--- config.mk ---
export PLATFORM = sky130hd
export DESIGN_NAME = tsr_top
export DESIGN_NICKNAME = d
export VERILOG_FILES = /design/src/rtl/tsr_pkg.sv /design/src/rtl/tsr_top.sv
export SDC_FILE = /design/constraint.sdc
export NUM_CORES = 1
export LEC_CHECK = 0
export ABC_AREA = 1
export BUFFER_PORTS_ARGS = -buffer_cell sky130_fd_sc_hd__buf_2
export CAP_MARGIN = 20
export CORE_MARGIN = 1.5
export CORE_UTILIZATION = 55
export DETAILED_ROUTE_END_ITERATION = 6
export HOLD_SLACK_MARGIN = 0.06
export PLACE_DENSITY = 0.76
export SYNTH_ARGS = -nofsm -noshare
export SYNTH_HDL_FRONTEND = slang
export SYNTH_SLANG_ARGS = --single-unit
--- constraint.sdc ---
create_clock -name clock -period 1.9 [get_ports clock]
set_input_delay 0 -clock clock [delete_from_list [all_inputs] [get_ports clock]]
set_output_delay 0 -clock clock [all_outputs]
set_load 0.02 [all_outputs]
--- src/rtl/tsr_pkg.sv ---
package tsr_pkg;

  // ==========================================================
  // sizes
  localparam int NPIN = 10;
  localparam int NSIG = 13;
  localparam int NDED = 3;
  localparam int SELW = 4;

  // ==========================================================
  // register map, byte addresses
  localparam logic [7:0] A_CTRL = 8'h00;
  localparam logic [7:0] A_OE   = 8'h04;
  localparam logic [7:0] A_POL  = 8'h08;
  localparam logic [7:0] A_LVL  = 8'h0c;
  localparam logic [7:0] A_SEL0 = 8'h10;
  localparam logic [7:0] A_SEL1 = 8'h14;
  localparam logic [7:0] A_STAT = 8'h18;

  // ==========================================================
  // fields and reset values
  localparam int          CTRL_GO_BIT  = 5;
  localparam int          SEL_PER_WORD = 8;
  localparam logic [4:0]  CTRL_RST     = 5'h08;
  localparam logic [9:0]  PIN_RST      = 10'h000;
  localparam logic [12:0] SIG_RST      = 13'h0000;
  localparam logic [3:0]  SEL_NONE     = 4'hf;
  // signals whose consumer accepts level detection
  localparam logic [12:0] LVL_OK       = 13'h0040;

  // ==========================================================
  // timing
  localparam int CLK_NS      = 20;
  localparam int EVT_MIN_NS  = 50;
  localparam int SCAN_DLY_NS = 50;
  localparam int SCAN_W_NS   = 400;
  localparam int STB_SLOW_NS = 10000;
  localparam int STB_FAST_NS = 1200;
  localparam int EVT_CYC     = (EVT_MIN_NS + CLK_NS - 1) / CLK_NS;
  localparam int SCAN_DLY_CYC = (SCAN_DLY_NS + CLK_NS - 1) / CLK_NS;
  localparam int SCAN_W_CYC  = (SCAN_W_NS + CLK_NS - 1) / CLK_NS;
  localparam int STB_SLOW_HALF = STB_SLOW_NS / CLK_NS / 2;
  localparam int STB_FAST_HALF = STB_FAST_NS / CLK_NS / 2;
  localparam int STB_PULSES  = 8;

  // ==========================================================
  // control word
  typedef struct packed {
    logic strobe_fast;
    logic strobe_lvl;
    logic strobe_hw;
    logic scan_pol;
    logic scan_en;
  } tsr_cfg_t;

  // ==========================================================
  // programmable pin pair
  typedef struct packed {
    logic [NPIN-1:0] o;
    logic [NPIN-1:0] oe;
  } tsr_pin_drv_t;

endpackage

--- src/rtl/tsr_top.sv ---
// Added by the designer: the APB interface to the registers and the register offsets.
`timescale 1ns/1ns
module tsr_top (
  // clock and reset
  input  wire logic                     clock,
  input  wire logic                     resetn,
  // apb slave
  input  wire logic                     psel,
  input  wire logic                     penable,
  input  wire logic                     pwrite,
  input  wire logic [7:0]               paddr,
  input  wire logic [31:0]              pwdata,
  output logic                          pready,
  output logic      [31:0]              prdata,
  output logic                          pslverr,
  // programmable function pins
  input  wire logic [tsr_pkg::NPIN-1:0] programmable_function_pin_i,
  output tsr_pkg::tsr_pin_drv_t         programmable_function_pin,
  // timing engine side
  input  wire logic [tsr_pkg::NSIG-1:0] int_evt,
  input  wire logic                     conv_start,
  output logic      [tsr_pkg::NSIG-1:0] ext_sig,
  output logic      [tsr_pkg::NSIG-1:0] ext_valid,
  // dedicated outputs
  output logic      [tsr_pkg::NDED-1:0] dedicated_evt,
  output logic                          conversion_sample_pulse,
  output logic                          external_latch_strobe_n
);

  // ==========================================================
  // registers
  tsr_pkg::tsr_cfg_t                  cfg_r;
  logic [tsr_pkg::NPIN-1:0]           oe_r;
  logic [tsr_pkg::NPIN-1:0]           pol_r;
  logic [tsr_pkg::NSIG-1:0]           lvl_r;
  logic [tsr_pkg::SELW-1:0]           sel_r [tsr_pkg::NSIG];
  logic [tsr_pkg::NPIN-1:0]           sync1_r;
  logic [tsr_pkg::NPIN-1:0]           sync2_r;
  logic [tsr_pkg::NSIG-1:0]           prev_r;
  logic [tsr_pkg::NSIG-1:0]           sig_r;
  logic [tsr_pkg::NSIG-1:0]           val_r;
  logic [2:0]                         evt_cnt_r [tsr_pkg::NSIG];
  logic [tsr_pkg::NSIG-1:0]           evt_out;
  logic [2:0]                         sdly_r;
  logic [4:0]                         swid_r;
  logic [8:0]                         half_r;
  logic [4:0]                         phase_r;
  logic                               burst_r;

  // ==========================================================
  // bus decode
  wire       wr_en    = psel & penable & pwrite;
  wire       setup    = psel & ~penable;
  wire       hit_ctrl = (paddr == tsr_pkg::A_CTRL);
  wire       hit_oe   = (paddr == tsr_pkg::A_OE);
  wire       hit_pol  = (paddr == tsr_pkg::A_POL);
  wire       hit_lvl  = (paddr == tsr_pkg::A_LVL);
  wire       hit_sel0 = (paddr == tsr_pkg::A_SEL0);
  wire       hit_sel1 = (paddr == tsr_pkg::A_SEL1);
  wire       hit_stat = (paddr == tsr_pkg::A_STAT);
  wire       mapped   = hit_ctrl | hit_oe | hit_pol | hit_lvl |
                        hit_sel0 | hit_sel1 | hit_stat;
  wire       go_wr    = wr_en & hit_ctrl & pwdata[tsr_pkg::CTRL_GO_BIT];
  wire [8:0] half_len = cfg_r.strobe_fast ?
                        9'(tsr_pkg::STB_FAST_HALF) :
                        9'(tsr_pkg::STB_SLOW_HALF);

  logic [31:0] sel0_word;
  logic [31:0] sel1_word;
  logic [31:0] rd_mux;

  always_comb begin
    sel0_word = 32'h0000_0000;
    sel1_word = 32'h0000_0000;
    for (int k = 0; k < tsr_pkg::SEL_PER_WORD; k++) begin
      sel0_word[k*4 +: 4] = sel_r[k];
    end
    for (int k = tsr_pkg::SEL_PER_WORD; k < tsr_pkg::NSIG; k++) begin
      sel1_word[(k-tsr_pkg::SEL_PER_WORD)*4 +: 4] = sel_r[k];
    end
  end

  assign rd_mux = hit_ctrl ? {27'h0, cfg_r} :
                  hit_oe   ? {22'h0, oe_r} :
                  hit_pol  ? {22'h0, pol_r} :
                  hit_lvl  ? {19'h0, lvl_r} :
                  hit_sel0 ? sel0_word :
                  hit_sel1 ? sel1_word :
                  hit_stat ? {21'h0, burst_r, sync2_r} :
                  32'h0000_0000;

  // zero wait state: read data captured in the setup cycle
  assign pready = 1'b1;

  always_ff @(posedge clock or negedge resetn) begin
    if (!resetn) begin
      prdata  <= 32'h0000_0000;
      pslverr <= 1'b0;
    end else if (setup) begin
      prdata  <= pwrite ? 32'h0000_0000 : rd_mux;
      pslverr <= ~mapped;
    end
  end

  // ==========================================================
  // configuration registers
  always_ff @(posedge clock or negedge resetn) begin
    if (!resetn) begin
      cfg_r <= tsr_pkg::CTRL_RST;
      oe_r  <= tsr_pkg::PIN_RST;
      pol_r <= tsr_pkg::PIN_RST;
      lvl_r <= tsr_pkg::SIG_RST;
    end else if (wr_en) begin
      if (hit_ctrl) cfg_r <= pwdata[4:0];
      if (hit_oe)   oe_r  <= pwdata[9:0];
      if (hit_pol)  pol_r <= pwdata[9:0];
      if (hit_lvl)  lvl_r <= pwdata[12:0];
    end
  end

  // ==========================================================
  // input synchroniser
  always_ff @(posedge clock or negedge resetn) begin
    if (!resetn) begin
      sync1_r <= tsr_pkg::PIN_RST;
      sync2_r <= tsr_pkg::PIN_RST;
    end else begin
      sync1_r <= programmable_function_pin_i;
      sync2_r <= sync1_r;
    end
  end

  // ==========================================================
  // per-signal routing and output stretch
  for (genvar s = 0; s < tsr_pkg::NSIG; s++) begin : g_sig
    localparam int WI = (s < tsr_pkg::SEL_PER_WORD) ? 0 : 1;
    localparam int FL = (s % tsr_pkg::SEL_PER_WORD) * 4;
    wire        sel_ok = sel_r[s] < 4'(tsr_pkg::NPIN);
    wire [3:0]  idx    = sel_ok ? sel_r[s] : 4'h0;
    wire        raw    = sync2_r[idx] ^ pol_r[idx];
    wire        act    = sel_ok & raw;
    wire        is_lvl = lvl_r[s] & tsr_pkg::LVL_OK[s];
    wire        sel_wr = wr_en & (WI == 0 ? hit_sel0 : hit_sel1);

    always_ff @(posedge clock or negedge resetn) begin
      if (!resetn) begin
        sel_r[s] <= tsr_pkg::SEL_NONE;
      end else if (sel_wr) begin
        sel_r[s] <= pwdata[FL +: 4];
      end
    end

    always_ff @(posedge clock or negedge resetn) begin
      if (!resetn) begin
        prev_r[s] <= 1'b0;
        sig_r[s]  <= 1'b0;
        val_r[s]  <= 1'b0;
      end else begin
        prev_r[s] <= act;
        // level passes straight through, edge gives one pulse
        sig_r[s]  <= is_lvl ? act : (act & ~prev_r[s]);
        val_r[s]  <= sel_ok;
      end
    end

    always_ff @(posedge clock or negedge resetn) begin
      if (!resetn) begin
        evt_cnt_r[s] <= 3'h0;
      end else if (int_evt[s]) begin
        evt_cnt_r[s] <= 3'(tsr_pkg::EVT_CYC);
      end else if (evt_cnt_r[s] != 3'h0) begin
        evt_cnt_r[s] <= evt_cnt_r[s] - 3'h1;
      end
    end

    assign evt_out[s] = (evt_cnt_r[s] != 3'h0);
  end

  assign ext_sig   = sig_r;
  assign ext_valid = val_r;

  // ==========================================================
  // pin drivers: pin n carries internal signal n
  assign programmable_function_pin.o  =
    evt_out[tsr_pkg::NPIN-1:0];
  assign programmable_function_pin.oe = oe_r;
  // remaining signals leave on dedicated lines
  assign dedicated_evt = evt_out[tsr_pkg::NSIG-1:tsr_pkg::NPIN];

  // ==========================================================
  // conversion sample pulse
  always_ff @(posedge clock or negedge resetn) begin
    if (!resetn) begin
      sdly_r <= 3'h0;
      swid_r <= 5'h00;
    end else begin
      if (conv_start && cfg_r.scan_en) begin
        sdly_r <= 3'(tsr_pkg::SCAN_DLY_CYC);
      end else if (sdly_r != 3'h0) begin
        sdly_r <= sdly_r - 3'h1;
      end
      if (!cfg_r.scan_en) begin
        swid_r <= 5'h00;
      end else if (sdly_r == 3'h1) begin
        swid_r <= 5'(tsr_pkg::SCAN_W_CYC);
      end else if (swid_r != 5'h00) begin
        swid_r <= swid_r - 5'h01;
      end
    end
  end

  always_ff @(posedge clock or negedge resetn) begin
    if (!resetn) begin
      conversion_sample_pulse <= 1'b0;
    end else begin
      conversion_sample_pulse <=
        (swid_r != 5'h00) ^ cfg_r.scan_pol;
    end
  end

  // ==========================================================
  // external latch strobe
  always_ff @(posedge clock or negedge resetn) begin
    if (!resetn) begin
      burst_r <= 1'b0;
      half_r  <= 9'h000;
      phase_r <= 5'h00;
    end else if (!burst_r) begin
      if (go_wr && cfg_r.strobe_hw) begin
        burst_r <= 1'b1;
        half_r  <= half_len;
        phase_r <= 5'h00;
      end
    end else if (half_r != 9'h001) begin
      half_r <= half_r - 9'h001;
    end else if (phase_r == 5'(2*tsr_pkg::STB_PULSES-1)) begin
      burst_r <= 1'b0;
    end else begin
      half_r  <= half_len;
      phase_r <= phase_r + 5'h01;
    end
  end

  always_ff @(posedge clock or negedge resetn) begin
    if (!resetn) begin
      external_latch_strobe_n <= 1'b1;
    end else if (burst_r) begin
      external_latch_strobe_n <= phase_r[0];
    end else begin
      external_latch_strobe_n <= cfg_r.strobe_lvl;
    end
  end

endmodule
==> results by group <==
Logic synthesis
  – Post-synthesis cell count: 1917
  – Post-synth net total: 2021
  – Mapped Avg Cell Area: 7.28 um2
  – Top FF cell, synth: dfrtp_1
  – Register area share after synthesis: 44.6%
  – EDFF count, synth: 0
  – Synth cell types: 47
  – Ys Warns: 0
  – FF+latch count, synth: 246
  – Ys async rst share: 100%
  – Cell area after synthesis: 0.0140 mm2

GRT
  – Gr ovfl total: 0
  – Gr usage total: 33.2%
  – Largest net degree at the start of global routing: 61
  – Antenna violations before repair: 1
  – First-pass GRT wire length: 69100 um
  – Vias in the first global route: 13500

STA
  – Worst Hold Slack: 0.0814 ns
  – Worst slew pin tran: 0.584 ns
  – Slew HR: 61.0%
  – Pins over their slew limit: 0
  – Crit path time final: 1.78 ns
  – Max Clock Skew: 0.0121 ns
  – Number of setup violations in the final report: 0
  – Achievable Freq: 0.562 GHz
  – Final hold violation count: 0
  – Tcrit/Tclk final: 93.6%
  – Setup TNS: 0 ns

Clock tree
  – Clock root cell: clkbuf_16
  – Clk buf depth: 3
  – H-tree Lvls: 1
  – Clk sinks: 246
  – Clock transition at the registers of the reported paths: 0.06 ns
  – Skew-Pair Late Insertion Delay: 0.56 ns
  – CTS tree: done
  – Num CTS Buffers: 27

Min path
  – Min-delay worst type: in -> reg
  – HP Start: programmable_function_pin_i[6]
  – Hold depth: 2
  – Hold Path Sink: sync1_r[6]

Floorplan
  – IO Pins: 154
  – Core Region: 0.0250 mm2
  – Initial Util: 55.7%
  – Die footprint: 0.0263 mm2
  – Die Ht: 162 um
  – Die width: 162 um
  – Site row count: 58

Worst setup path
  – WS Path Type: reg -> out
  – Critical Path AT: 1.78 ns
  – Worst path required time: 1.90 ns
  – Worst R2R End: prev_r[6]
  – CP startpoint kind: flip-flop
  – Worst setup EP type: output pin
  – Reg2reg start: sel0_word[24]
  – Worst reg2reg setup slack: 0.15 ns
  – Critical path peak fanout: 5
  – Reg2reg path depth: 9

Finish
  – Area delta synth->final: 23.8%
  – Nets@finish: 2282
  – Share of cells above drive strength 1: 17.7%
  – Fin cells: 2530
  – Final design utilization: 69.0%

Power
  – Power density over cell area: 811 mW/mm2
  – LEAKAGE: 9.03 nW
  – VDD IR max: 0.940 mV

Routing
  – Via density: 5.55
  – Iter 0 DRT Violations: 1446
  – WL final: 43000 um
  – Final ANT Viol Nets: 0
  – Drt wl/cell: 17.0 um
  – 1st-pass router iterations: 6
  – Vias: 14000
  – DRC: 0

Place
  – Routability cong.: 0.998
  – Dpl hpwl: 30300 um
  – Cells after DPL: 2413
  – Buffers on Ports: 152

Flow run
  – Maxcap violations: 0

Run status
  – Status: finished, final reports clean
==> cell type report <==
type / count / area [um2]
fill: 2081 / 7760
multi-input combinational: 1340 / 6540
sequential: 246 / 6220
timing repair buffer: 298 / 2130
inverter: 265 / 995
clock buffer: 40 / 825
tap: 330 / 413
clock inverter: 10 / 150
antenna: 1 / 2.50
==> critical path, cell delays in order, from the launching register on <==
cell and delay (ns):
dfrtp_1 0.38, inv_1 0.11, ha_1 0.16, inv_1 0.04, nor2_1 0.25, inv_1 0.11, buf_2 0.18
==> how the worst max path moves through the flow <==
stage | from | to | slack (ns) | cells after the start
3_5_place_dp | sel0_word[27] | ext_sig[6] | 0.14 | 11
3_3_place_gp | sel1_word[4] | ext_sig[9] | 0.17 | 8
5_1_grt | sel0_word[15] | ext_sig[3] | -0.06 | 12
2_1_floorplan | sel1_word[8] | ext_sig[10] | 0.27 | 10
6_report | evt_cnt_r[21] | programmable_function_pin[15] | 0.12 | 6
4_1_cts | evt_cnt_r[3] | dedicated_evt[1] | 0.1 | 6
==> placed cells by master (no fill, tap or decap), drive strengths merged, types with 6 or more instances in the layout <==
cell | Yosys | routed
nand4 | 13 | 13
nor2 | 157 | 157
dlygate4sd3 | 0 | 64
a22oi | 7 | 7
ha | 35 | 35
o21ai | 179 | 179
a21oi | 87 | 87
xnor2 | 16 | 16
clkbuf | 40 | 40
dfstp | 54 | 54
o22ai | 11 | 11
o211ai | 17 | 17
nand2 | 568 | 568
buf | 26 | 234
nor3 | 11 | 11
dfrtp | 192 | 192
o21bai | 12 | 12
clkinv | 2 | 6
nand3 | 192 | 192
inv | 263 | 265
==> stage by stage <==
stage / area, um2 / total power [mW] / setup slack (ns)
after floorplan: 14000 / 7.51 / 0.268
after global placement: 15500 / 8.16 / 0.171
after detailed placement: 15500 / 8.30 / 0.141
after CTS: 17200 / 14.1 / 0.0994
after global routing: 17300 / 14.7 / -0.0586
final: 17300 / 14.0 / 0.122
==> cells in the mapped netlist (16+ instances only) <==
library cell | number | share of area [%]
nor2_1 | 153 | 4.1
clkbuf_1 | 39 | 1.0
a21oi_1 | 87 | 3.1
dfstp_2 | 54 | 10
inv_1 | 254 | 6.8
xnor2_1 | 16 | 1.0
buf_2 | 22 | 0.79
nand2_1 | 562 | 15
o21ai_0 | 160 | 5.7
dfrtp_1 | 192 | 34
ha_1 | 35 | 3.1
o211ai_1 | 17 | 0.91
nand3_1 | 192 | 6.9
==> state kept, by name (all words and copies together), names as in the netlist <==
name and flops:
burst_r 1, cfg_r 5, conversion_sample_pulse 1, evt_cnt_r 39, ext_sig 13, ext_valid 13, external_latch_strobe_n 1, half_r 9
lvl_r 13, oe_r 10, phase_r 5, pol_r 10, prdata 32, prev_r 13, pslverr 1, sdly_r 3
sel0_word 32, sel1_word 20, swid_r 5, sync1_r 10, sync2_r 10
==> routing by layer <==
metal | share of wire (%) | GRT usage, % | up-vias | wire (um)
met2 | 47 | 55.3 | 706 | 20100
met5 | 0 | 0 | - | 0
met3 | 9.3 | 5.62 | 144 | 4010
met4 | 4.2 | 13.9 | 0 | 1820
li1 | - | - | 6664 | -
met1 | 40 | 43.0 | 6521 | 17000
==> what timing repair did <==
item / 4_1_cts / 5_1_grt
hold buffers: 64 / 0
gates resized for setup: 0 / 28
hold endpoints to repair: 382 / 0
buffers inserted: 0 / 2
endpoints found under the setup margin: 0 / 24
==> report_power, final <==
part	internal [mW]	total [mW]	switching [mW]	leakage, nW
sequential	5.72	6.03	0.312	2.95
combinational	0.915	2.33	1.41	5.60
clock	3.42	5.66	2.24	0.481
==> kinds of logic (layout without fill, tap and decap cells) <==
kind of cell,Yosys count,in the layout,synth area share [%]
flops,246,246,44.6
compound gates,335,335,13.5
fa+ha+maj,35,35,3.14
simple gates,948,948,28.1
buf+inv,331,613,9.25
other cells,1,2,0.0269
xor+xnor,21,21,1.32
Power figures use the tool's default switching activity.
